<file path="src/verilog/mode_control_pkg.sv">
package mode_control_pkg;

  // ----------------------------------------------------------------
  // register map
  // ----------------------------------------------------------------
  localparam logic [7:0] IDENTITY_REGISTER_ADDR = 8'h00;
  localparam logic [7:0] MODE_CONTROL_ADDR      = 8'h01;
  localparam logic [7:0] INT_STATUS_ADDR        = 8'h02;
  localparam logic [7:0] INT_ENABLE_ADDR        = 8'h03;
  localparam logic [7:0] MODE_CONTROL_RESET     = 8'h00;
  localparam logic [5:0] INT_RESET              = 6'h00;
  localparam logic [1:0] INT_PAD                = 2'h0;
  localparam logic [7:0] UNMAPPED_READ          = 8'h00;

  // ----------------------------------------------------------------
  // mode_control field positions
  // ----------------------------------------------------------------
  localparam int SINK7_LIGHT_AUTO_BIT = 7;
  localparam int INT_RETRIGGER_BIT    = 6;
  localparam int ACTIVE_BIT           = 5;
  localparam int DIM_ACTIVE_BIT       = 4;
  localparam int GAIN_INHIBIT_BIT     = 3;
  localparam int SYNC_SINK_BIT        = 2;
  localparam int CMP_AUTO_BIT         = 1;
  localparam int BACKLIGHT_EN_BIT     = 0;
  localparam int SINK_COUNT           = 7;
  localparam int SINK_SEVEN           = 6;
  localparam int EVENT_COUNT          = 6;

  // ----------------------------------------------------------------
  // timing
  // ----------------------------------------------------------------
  localparam int RETRIGGER_GAP_US = 50;
  localparam int CLOCK_MHZ        = 50;
  localparam int RETRIGGER_CYCLES = RETRIGGER_GAP_US * CLOCK_MHZ;
  localparam int GAP_WIDTH        = 12;

  // ----------------------------------------------------------------
  // serial bus
  // ----------------------------------------------------------------
  localparam logic [6:0] BUS_ADDRESS  = 7'h2a;
  localparam logic [3:0] BIT_COUNT    = 4'h8;

  // ----------------------------------------------------------------
  // types
  // ----------------------------------------------------------------
  typedef enum logic [2:0] {
    ZONE_OUTDOOR,
    ZONE_BRIGHT,
    ZONE_OFFICE,
    ZONE_INDOOR,
    ZONE_DARK
  } zone_t;

  typedef enum logic [1:0] {
    GAIN_1X,
    GAIN_1P5X,
    GAIN_2X
  } gain_t;

  typedef struct packed {
    logic       wr;
    logic [7:0] addr;
    logic [7:0] wdata;
  } reg_access_t;

  typedef struct packed {
    logic  on;
    logic  dim;
    logic  auto_level;
    zone_t level;
  } backlight_out_t;

endpackage

</file>
<file path="src/verilog/serial_target.sv">
`timescale 1ns/1ps
module serial_target
  import mode_control_pkg::*;
(
  input  wire logic        mclk,
  input  wire logic        rst,
  input  wire logic        scl,
  input  wire logic        sda_in,
  output logic             sda_out,
  output logic             sda_oe_n,
  output reg_access_t      access,
  input  wire logic [7:0]  rdata
);

  typedef enum logic [3:0] {
    S_IDLE, S_ADDR, S_ADDR_ACK, S_REG, S_REG_ACK,
    S_WDATA, S_WACK, S_RDATA, S_RACK
  } bus_state_t;

  typedef struct packed {
    logic        scl_q;
    logic        sda_q;
    bus_state_t  st;
    logic [3:0]  cnt;
    logic [7:0]  sh;
    logic [7:0]  ptr;
    logic        rw;
    logic        nack;
    logic        drv;
    reg_access_t acc;
  } target_t;

  target_t s, next_s;
  logic    rise, fall, start, stop;

  always_comb
  begin
    rise  = scl & ~s.scl_q;
    fall  = ~scl & s.scl_q;
    start = scl & s.scl_q & s.sda_q & ~sda_in;
    stop  = scl & s.scl_q & ~s.sda_q & sda_in;
    next_s        = s;
    next_s.scl_q  = scl;
    next_s.sda_q  = sda_in;
    next_s.acc.wr = 1'b0;
    if (start)
    begin
      next_s.st  = S_ADDR;
      next_s.cnt = '0;
      next_s.drv = 1'b0;
    end
    else if (stop)
    begin
      next_s.st  = S_IDLE;
      next_s.drv = 1'b0;
    end
    else
    begin
      unique case (s.st)
        S_IDLE: ;
        S_ADDR, S_REG, S_WDATA:
        begin
          if (rise)
          begin
            next_s.sh  = {s.sh[6:0], sda_in};
            next_s.cnt = s.cnt + 4'h1;
          end
          else if (fall && s.cnt == BIT_COUNT)
          begin
            next_s.cnt = '0;
            next_s.drv = 1'b1;
            if (s.st == S_ADDR)
            begin
              next_s.rw = s.sh[0];
              next_s.st = S_ADDR_ACK;
              if (s.sh[7:1] != BUS_ADDRESS)
              begin
                next_s.st  = S_IDLE;
                next_s.drv = 1'b0;
              end
            end
            else if (s.st == S_REG)
            begin
              next_s.ptr = s.sh;
              next_s.st  = S_REG_ACK;
            end
            else
            begin
              next_s.acc.wr    = 1'b1;
              next_s.acc.wdata = s.sh;
              next_s.st        = S_WACK;
            end
          end
        end
        S_ADDR_ACK, S_REG_ACK, S_WACK:
        begin
          if (fall)
          begin
            next_s.drv = 1'b0;
            next_s.st  = (s.st == S_ADDR_ACK) ? S_REG : S_WDATA;
            // step the pointer only once the written byte is acked
            if (s.st == S_WACK)
              next_s.ptr = s.ptr + 8'h01;
            if (s.st == S_ADDR_ACK && s.rw)
            begin
              next_s.sh  = rdata;
              next_s.drv = ~rdata[7];
              next_s.ptr = s.ptr + 8'h01;
              next_s.st  = S_RDATA;
            end
          end
        end
        S_RDATA:
        begin
          if (rise)
            next_s.cnt = s.cnt + 4'h1;
          else if (fall)
          begin
            if (s.cnt == BIT_COUNT)
            begin
              next_s.drv = 1'b0;
              next_s.st  = S_RACK;
            end
            else
            begin
              next_s.drv = ~s.sh[6];
              next_s.sh  = {s.sh[6:0], 1'b0};
            end
          end
        end
        S_RACK:
        begin
          if (rise)
            next_s.nack = sda_in;
          else if (fall)
          begin
            next_s.cnt = '0;
            if (s.nack)
              next_s.st = S_IDLE;
            else
            begin
              next_s.sh  = rdata;
              next_s.drv = ~rdata[7];
              next_s.ptr = s.ptr + 8'h01;
              next_s.st  = S_RDATA;
            end
          end
        end
        default:
          next_s.st = S_IDLE;
      endcase
    end
    // reads and writes both address the register pointer
    next_s.acc.addr = next_s.ptr;
  end

  always_ff @(posedge mclk)
  begin
    if (rst)
    begin
      s       <= '0;
      s.scl_q <= 1'b1;
      s.sda_q <= 1'b1;
      s.st    <= S_IDLE;
    end
    else
      s <= next_s;
  end

  // open drain: only ever pulls low
  assign sda_out  = 1'b0;
  assign sda_oe_n = ~s.drv;
  assign access   = s.acc;

endmodule // serial_target

</file>
<file path="src/verilog/mode_control_registers.sv">
`timescale 1ns/1ps
module mode_control_registers
  import mode_control_pkg::*;
#(
  parameter logic [3:0] MAKER_CODE    = 4'h5,  // arbitrary value
  parameter logic [3:0] REVISION_CODE = 4'h2   // arbitrary value
)
(
  input  wire logic                    mclk,
  input  wire logic                    rst,
  input  wire logic                    scl,
  input  wire logic                    sda_in,
  output logic                         sda_out,
  output logic                         sda_oe_n,
  input  wire logic [EVENT_COUNT-1:0]  event_in,
  input  wire logic                    dim_timeout,
  input  wire zone_t                   comparator_zone,
  input  wire logic [3:0]              zone_level_enable,
  input  wire zone_t                   manual_level_select,
  input  wire logic [SINK_COUNT-1:0]   independent_sink,
  input  wire logic [SINK_COUNT-1:0]   per_sink_enable,
  input  wire gain_t                   gain_demand,
  input  wire logic                    all_leds_off,
  output logic                         int_n,
  output logic                         core_active,
  output backlight_out_t               backlight,
  output logic [SINK_COUNT-1:0]        sink_on,
  output logic                         sink7_ambient,
  output zone_t                        sink7_zone,
  output gain_t                        pump_gain
);

  // ----------------------------------------------------------------
  // state
  // ----------------------------------------------------------------
  typedef struct packed {
    logic [7:0]             mode;
    logic [EVENT_COUNT-1:0] status;
    logic [EVENT_COUNT-1:0] enable;
    logic [GAP_WIDTH-1:0]   gap;
    logic                   irq;
    logic                   active;
    backlight_out_t         bl;
    logic [SINK_COUNT-1:0]  sinks;
    logic                   s7_amb;
    zone_t                  s7_zone;
    gain_t                  gain;
  } regs_t;

  localparam logic [GAP_WIDTH-1:0] GAP_LOAD =
    GAP_WIDTH'(RETRIGGER_CYCLES);
  localparam logic [GAP_WIDTH-1:0] GAP_ONE  = GAP_WIDTH'(1);

  regs_t       r, next_r;
  reg_access_t access;
  logic [7:0]  rdata;

  function automatic logic is_write(input reg_access_t a,
                                    input logic [7:0]  addr);
    is_write = a.wr && (a.addr == addr);
  endfunction

  // ----------------------------------------------------------------
  // serial bus target
  // ----------------------------------------------------------------
  serial_target serial_target_i
  (
    .mclk     (mclk),
    .rst      (rst),
    .scl      (scl),
    .sda_in   (sda_in),
    .sda_out  (sda_out),
    .sda_oe_n (sda_oe_n),
    .access   (access),
    .rdata    (rdata)
  );

  // reads have no side effects
  always_comb
  begin
    unique case (access.addr)
      IDENTITY_REGISTER_ADDR: rdata = {MAKER_CODE, REVISION_CODE};
      MODE_CONTROL_ADDR:      rdata = r.mode;
      INT_STATUS_ADDR:        rdata = {INT_PAD, r.status};
      INT_ENABLE_ADDR:        rdata = {INT_PAD, r.enable};
      default:                rdata = UNMAPPED_READ;
    endcase
  end

  // ----------------------------------------------------------------
  // next state
  // ----------------------------------------------------------------
  logic [EVENT_COUNT-1:0] clear_mask;
  logic [EVENT_COUNT-1:0] pending;
  logic                   bl_on;
  logic                   auto_ok;
  logic                   any_sink_en;

  always_comb
  begin
    next_r = r;

    // identity writes fall through: no register is touched
    if (is_write(access, MODE_CONTROL_ADDR))
      next_r.mode = access.wdata;
    // hardware set wins over a host write of zero
    if (dim_timeout)
      next_r.mode[DIM_ACTIVE_BIT] = 1'b1;

    if (is_write(access, INT_ENABLE_ADDR))
      next_r.enable = access.wdata[EVENT_COUNT-1:0];

    clear_mask = '0;
    if (is_write(access, INT_STATUS_ADDR))
      clear_mask = access.wdata[EVENT_COUNT-1:0];
    next_r.status = (r.status & ~clear_mask) | event_in;
    pending = next_r.status & next_r.enable;

    // interrupt line with optional high gap on int_n after a clear attempt
    if (r.gap != '0)
    begin
      next_r.gap = r.gap - GAP_ONE;
      next_r.irq = 1'b0;
      if (r.gap == GAP_ONE)
        next_r.irq = |pending;
    end
    else if ((clear_mask & r.status) != '0 && (|pending) && r.irq &&
             r.mode[INT_RETRIGGER_BIT])
    begin
      next_r.gap = GAP_LOAD;
      next_r.irq = 1'b0;
    end
    else
      next_r.irq = |pending;

    // standby and backlight
    next_r.active = r.mode[ACTIVE_BIT];
    bl_on = r.mode[BACKLIGHT_EN_BIT] & r.mode[ACTIVE_BIT];
    next_r.bl.on  = bl_on;
    next_r.bl.dim = r.mode[DIM_ACTIVE_BIT] & bl_on;

    // level selection
    auto_ok = r.mode[CMP_AUTO_BIT] & (|zone_level_enable);
    next_r.bl.auto_level = auto_ok;
    next_r.bl.level = auto_ok ? comparator_zone
                              : manual_level_select;

    // sink seven ambient control
    next_r.s7_amb = r.mode[SINK7_LIGHT_AUTO_BIT] &
                    independent_sink[SINK_SEVEN] & auto_ok &
                    r.mode[ACTIVE_BIT];
    next_r.s7_zone = next_r.s7_amb ? comparator_zone
                                   : ZONE_OUTDOOR;

    // independent sinks
    any_sink_en = |per_sink_enable;
    if (!r.mode[ACTIVE_BIT])
      next_r.sinks = '0;
    else if (any_sink_en)
      next_r.sinks = per_sink_enable & independent_sink;
    else if (r.mode[SYNC_SINK_BIT])
      next_r.sinks = independent_sink;
    else
      next_r.sinks = '0;

    // charge pump gain policy
    if (!r.mode[GAIN_INHIBIT_BIT])
      next_r.gain = gain_demand;
    else if (gain_demand > r.gain || all_leds_off)
      next_r.gain = gain_demand;
  end

  // ----------------------------------------------------------------
  // registers
  // ----------------------------------------------------------------
  always_ff @(posedge mclk)
  begin
    if (rst)
    begin
      r          <= '0;
      r.mode     <= MODE_CONTROL_RESET;
      r.status   <= INT_RESET;
      r.enable   <= INT_RESET;
      r.bl.level <= ZONE_OUTDOOR;
      r.s7_zone  <= ZONE_OUTDOOR;
      r.gain     <= GAIN_1X;
    end
    else
      r <= next_r;
  end

  assign int_n         = ~r.irq;
  assign core_active   = r.active;
  assign backlight     = r.bl;
  assign sink_on       = r.sinks;
  assign sink7_ambient = r.s7_amb;
  assign sink7_zone    = r.s7_zone;
  assign pump_gain     = r.gain;

endmodule // mode_control_registers

</file>
<file path="config.mk">
export PLATFORM = sky130hd
export DESIGN_NAME = mode_control_registers
export DESIGN_NICKNAME = d
export VERILOG_FILES = /design/src/verilog/mode_control_pkg.sv /design/src/verilog/serial_target.sv /design/src/verilog/mode_control_registers.sv
export SDC_FILE = /design/constraint.sdc
export NUM_CORES = 1
export LEC_CHECK = 0
export BUFFER_PORTS_ARGS = -buffer_cell sky130_fd_sc_hd__clkbuf_2
export CAP_MARGIN = 25
export CELL_PAD_IN_SITES_DETAIL_PLACEMENT = 1
export CELL_PAD_IN_SITES_GLOBAL_PLACEMENT = 1
export CORE_UTILIZATION = 44
export DETAILED_ROUTE_END_ITERATION = 7
export PLACE_DENSITY = 0.77
export SETUP_SLACK_MARGIN = 0.5
export SLEW_MARGIN = 5
export SYNTH_ARGS = -nofsm -noshare
export SYNTH_HDL_FRONTEND = slang
export SYNTH_SLANG_ARGS = --single-unit
</file>
<file path="constraint.sdc">
create_clock -name mclk -period 3.5 [get_ports mclk]
set_clock_uncertainty 0.1 [all_clocks]
set_input_delay 0 -clock mclk [delete_from_list [all_inputs] [get_ports mclk]]
set_output_delay 0 -clock mclk [all_outputs]
set_load 0.03 [all_outputs]
</file>
==> After elaboration in Yosys (flattened, before gate mapping) <==
Cells that the tools add are included.
{ "word_totals": {"register_bits": 91, "in_bits": 38, "elab_cells": 215} }
{ "op_classes": {"n_addsub": 3, "order_cmp": 1, "eq_ne": 41, "mux": 69, "bitwise_logic": 37, "reduce_logical": 37} }
{ "ops": {"columns": ["cell", "count"], "rows": [
  ["$mux 8", 8],
  ["$pmux 8 s4", 2],
  ["$mux 16", 3],
  ["$mux 24", 2],
  ["$mux 4", 8],
  ["$reduce_and 9->1", 3],
  ["$pmux 8 s3", 1],
  ["$reduce_and 12->1", 2],
  ["$mux 22", 1],
  ["$mux 1", 20],
  ["$ne 2x1->1 const B", 10],
  ["$ne 4x1->1 const B", 5],
  ["$pmux 4 s5", 1],
  ["$and 6x6->6", 3],
  ["$mux 9", 2],
  ["$not 1->1", 18],
  ["$eq 4x3->1 const B", 4],
  ["$eq 8x2->1 const B", 2],
  ["$mux 7", 2],
  ["$reduce_or 7->1", 2],
  ["$and 1x1->1", 13],
  ["$mux 13", 1],
  ["$eq 12x1->1 const B", 1],
  ["$mux 12", 1],
  ["38 further kinds", 73]
]} }

==> Longest topological paths before layout <==
{ "logic_depth": {"word_depth": 13, "ltp_mapped": 9, "ltp_nobuf": 8} }

==> Cells and area by module <==
A second synthesis with hierarchy kept.
{ "hier_totals": {"cells_unflattened": 624, "hier_area_um2": 5213.8} }
{ "by_module_without_submodules": {"columns": ["mod", "n_inst", "cells_each", "area_each_um2", "seq_area_each_um2"], "rows": [
  ["serial_target", 1, 333, 2608.8, 760.7],
  ["mode_control_registers", 1, 291, 2605.0, 1061.0]
]} }

==> Worst setup path after synthesis <==
OpenSTA, ideal clock, no wires.
{ "synth_path": {"path_type": "reg-to-reg", "start": "register serial_target_i.s (netlist bit serial_target_i.access[8])", "end": "register r[21] (netlist bit)", "setup_ns": 0.122, "arrival_ns": 2.182, "path_slack_ns": 1.096, "stages_incl_launch_ff": 10, "synth_period_minus_slack_ns": 2.404, "path_cell_list": "dfxtp_1 -> inv_1 -> ha_1 -> clkbuf_1 -> nand4bb_1 -> nor2_1 -> a311o_1 -> o221a_2 -> and2_2 -> o311a_1"} }
{ "synth_via": {"elab_chain_len": 12, "word_cells_on_any_way": 17, "classes_between": "2 x eq/ne; 2 x mux; 5 x bitwise; 8 x reduce/logical"} }
{ "synth_lines": {"columns": ["item", "line", "source"], "rows": [
  ["start: declaration", "serial_target.sv:33", "target_t s, next_s;"],
  ["start signal: assignment", "serial_target.sv:167", "s <= next_s;"],
  ["$eq 8x2->1", "mode_control_registers.sv:60", "is_write = a.wr && (a.addr == addr);"],
  ["$logic_and 1x1->1", "mode_control_registers.sv:60", null],
  ["$mux 6", "mode_control_registers.sv:114", "if (is_write(access, INT_STATUS_ADDR))"],
  ["$not 6->6", "mode_control_registers.sv:116", "next_r.status = (r.status & ~clear_mask) | event_in;"],
  ["$and 6x6->6", "mode_control_registers.sv:116", null],
  ["$or 6x6->6", "mode_control_registers.sv:116", null],
  ["$and 6x6->6", "mode_control_registers.sv:117", "pending = next_r.status & next_r.enable;"],
  ["$reduce_or 6->1", "mode_control_registers.sv:127", "else if ((clear_mask & r.status) != '0 && (|pending) && r.irq &&"],
  ["$logic_and 1x1->1 (*) (3 in series)", "mode_control_registers.sv:127", null],
  ["$reduce_bool 2->1 (no source line) (*)", null, null],
  ["end signal: assignment", "mode_control_registers.sv:189", "r <= next_r;"],
  ["end: declaration", "mode_control_registers.sv:54", "regs_t r, next_r;"]
]} }
Every way passes the cells marked *; elsewhere a longest branch is shown, timed or not.
A chain may end at the register's enable or synchronous reset.

==> Worst setup path in the final report <==
Same ends and word-level chain as after synthesis.

==> implementation parameters <==
Parameter                              Value

Synthesis
  Mapped Area    4872 µm²
  Top-area cell type share of the netlist area    37.39%
  Cell variety after synth    73
  Count of yosys warnings during synthesis    0
  Post-Synthesis Cells    577
  Post-synthesis cell type with the largest combined area    sky130_fd_sc_hd__dfxtp_1
  Most area-consuming cells after synthesis    sky130_fd_sc_hd__dfxtp_1 (37%), sky130_fd_sc_hd__nor2_1 (5.4%), sky130_fd_sc_hd__a21oi_1 (5.1%)
  Prevailing post-synth register cell    sky130_fd_sc_hd__dfxtp_1
  Post-synth top cells    sky130_fd_sc_hd__dfxtp_1 (91), sky130_fd_sc_hd__nor2_1 (70), sky130_fd_sc_hd__a21oi_1 (50)
  Async set-or-reset flop fraction in the synthesized netlist    0%
  Average footprint of a synthesized cell    8.444 µm²
  Sequential share of the synthesized area    37.39%
  Flops & latches, synth    91
  Number of enable-type register cells in the synthesized netlist    0
  Library cell with the highest instance count after synthesis    sky130_fd_sc_hd__dfxtp_1
  Post-synth net total    approximately 630

Clock network
  Number of CTS-inserted buffers    9
  Clock network latency to the later pin of the worst-skew pair    380 ps
  TritonCTS clock tree    yes
  H-tree level count    3
  # resized after CTS    0
  Clock transition at the registers of the reported paths    approximately 100 ps
  Maximum root-to-sink buffer count    2
  Clock sink count    91
  Clk Tree Root Cell    sky130_fd_sc_hd__clkbuf_8
  Post-CTS setup buffers    0

Route
  DR vias    4507
  1st-pass router iterations    4
  Routed len/inst    17.99 µm
  Remaining design rule violation count    0
  Average via count per standard cell    roughly 5.7
  Total routed wirelength    between 10000 and 15000 µm
  Initial detailed-routing violation count    ~260
  Remaining antenna violation count after routing    0

Global routing
  Gr ovfl total    0
  Vias in the first global route    roughly 4600
  Initial antenna violation count    0
  All-layer global routing usage    25.20%
  Global-route wire length before repair    22600 µm
  Maximum number of pins on one net before global-route repair    38

Power and ir drop
  PwrDens    ~430 nW/µm²
  Lkg Pwr    0.002273 µW
  Peak supply drop    0.2337 mV
  Post-layout total power    2451 µW

STA
  Final Setup Violations    0
  Unrepaired setup endpoints after global routing    no
  Slew Viols, Final    0
  Setup TNS Final    0 ps
  Highest Clock Rate    ~360 MHz
  Transition time at the pin with the least slew margin    between 700 and 800 ps
  Fin. Hold Viols    0
  Worst slew margin    50.02%
  Min Clock Period, post-route    about 2800 ps
  Final period util    roughly four fifths

Place
  Final estimated routing congestion in global placement    0.8483
  Port Buffers    59
  Total half-perimeter wirelength after legalization and detailed placement    9726 µm

Flow run
  Number of max-capacitance violations reported    0

Finish
  Register area    1822 µm²
  Net count, final    688
  Number of fill cells in the layout    1309
  Layout Area Growth over Synthesis    16.02%
  Proportion of layout cells with a drive suffix above 1    15.68%
  Antenna diode instance count    0
  Area taken by multi-input logic gates    2681 µm²

Outcome
  Result of the run    completed

Die
  Floorplan Core Area    10790 µm²
  Vert. Die Dim    around 110 µm
  IO Pins    61
  Starting density of the core    45.14%
  Die ar.    11500 µm²
  Number of placement rows    38
  Width of the die    ~110 µm

Setup path
  Delay contributed by the slowest stage of the critical path    490 ps
  Crit path DAT    about 2900 ps
  Required @ worst endpoint    3670 ps
  Cell breakdown of the critical path    ha_1, and4bb_1, nand2_1, mux2i_1, o221a_2, and2_2, o311a_1
  Startpoint Class    flip-flop
  Standard cell with the maximum stage delay on the critical path    sky130_fd_sc_hd__dfxtp_1
  Crit Path Class    reg -> reg
  Crit. End Element    flip-flop
  Worst-path fanout max    12

Worst hold path
  Class of the worst hold path    in -> reg
## critical path, delay by kind of cell (launching register included)
family | cells | cell delay (ps)
flops | 1 | 490
compound gates | 2 | 630
fa+ha+maj | 1 | 450
mux | 1 | 200
simple gates | 3 | 780
## path summary, 6_finish.rpt
kind / endpoint / cells after the start / slack, ps / start
max reg2reg: r[21] / 7 / 740 / serial_target_i.access[8]
max: r[21] / 7 / 740 / serial_target_i.access[8]
min: backlight[3] / 4 / 100 / zone_level_enable[2]
min reg2reg: serial_target_i.s[17] / 2 / 370 / serial_target_i.s[17]
## final cells by class
cell class,count,area share [%]
clock inverters,6,1.284
flip-flops and latches,91,32.23
repair buffers,101,12.51
inverters,18,1.195
multi-input cells,418,47.43
well taps,140,3.099
clock buffers,10,2.258
## per-layer routing
metal | wire [µm] | GRT usage (%)
met5 | 0 | 0
met2 | 7055 | 45.02
met3 | 464 | 4.134
met4 | 318 | 9.491
met1 | 6262 | 30.10
## report_power, final
group	leakage (µW)	switching, µW	internal [µW]
Clock	0.0000975	415	338
Sequential	0.000739	69.8	1100
Combinational	0.00144	292	236
Total	0.00227	776	1680
## cells in the final DEF (no fill, tap or decap), drive strengths merged, types with 3 or more instances in the layout
master,Yosys,layout
buf,34,4
nor3,23,23
nor3b,3,3
nand2,44,44
ha,11,11
nand3b,6,6
nand2b,9,9
nand4,4,4
nor4,6,6
a21oi,50,50
or2,3,3
nor2,70,70
xnor2,7,7
or4,5,5
o311ai,3,3
a22oi,7,7
a31oi,4,4
and2,8,8
nand3,24,24
a211oi,11,11
nor4b,3,3
xor2,10,10
inv,18,20
dlygate4sd3,0,37
nor2b,4,4
a222oi,4,4
and3,5,5
o21ai,22,23
o32ai,6,6
clkbuf,17,69
o211a,7,7
mux2i,22,22
dfxtp,91,91
o31ai,4,4
## metrics by stage
step	utilization (%)	instance area, µm²	worst slack, ps	instances	hold slack, ps
after global placement	46.90	5062	756.5	729	123.5
after floorplan	-	4872	1096	577	6.577
after detailed placement	47.01	5074	638.4	730	127.4
after global routing	52.38	5653	549.0	784	139.0
final	52.38	5653	738.0	784	98.33
after CTS	52.30	5644	628.6	783	111.5
## flip-flops by register name, summed over array words and instances, names as in the netlist
register and count:
backlight 6, core_active 1, next_r 1, pump_gain 2, r 32, serial_target_i.access 17, serial_target_i.s 21, sink7_ambient 1
sink7_zone 3, sink_on 7
## what timing repair did
action | in CTS | in global routing
endpoints found under the hold margin | 27 | 0
hold buffers | 37 | 0
setup endpoints to repair | 0 | 1
## cell families (layout without fill, tap and decap cells)
logic type / count (synthesis) / in the layout / share of synthesized area [%]
fa+ha+maj: 11 / 11 / 2.825
flops: 91 / 91 / 37.39
simple gates: 230 / 230 / 25.73
compound gates: 134 / 135 / 18.18
xor+xnor: 17 / 17 / 3.056
mux: 24 / 24 / 4.982
other cells: 1 / 1 / 0.07697
buf+inv: 69 / 135 / 7.755
Power figures use the tool's default switching activity.
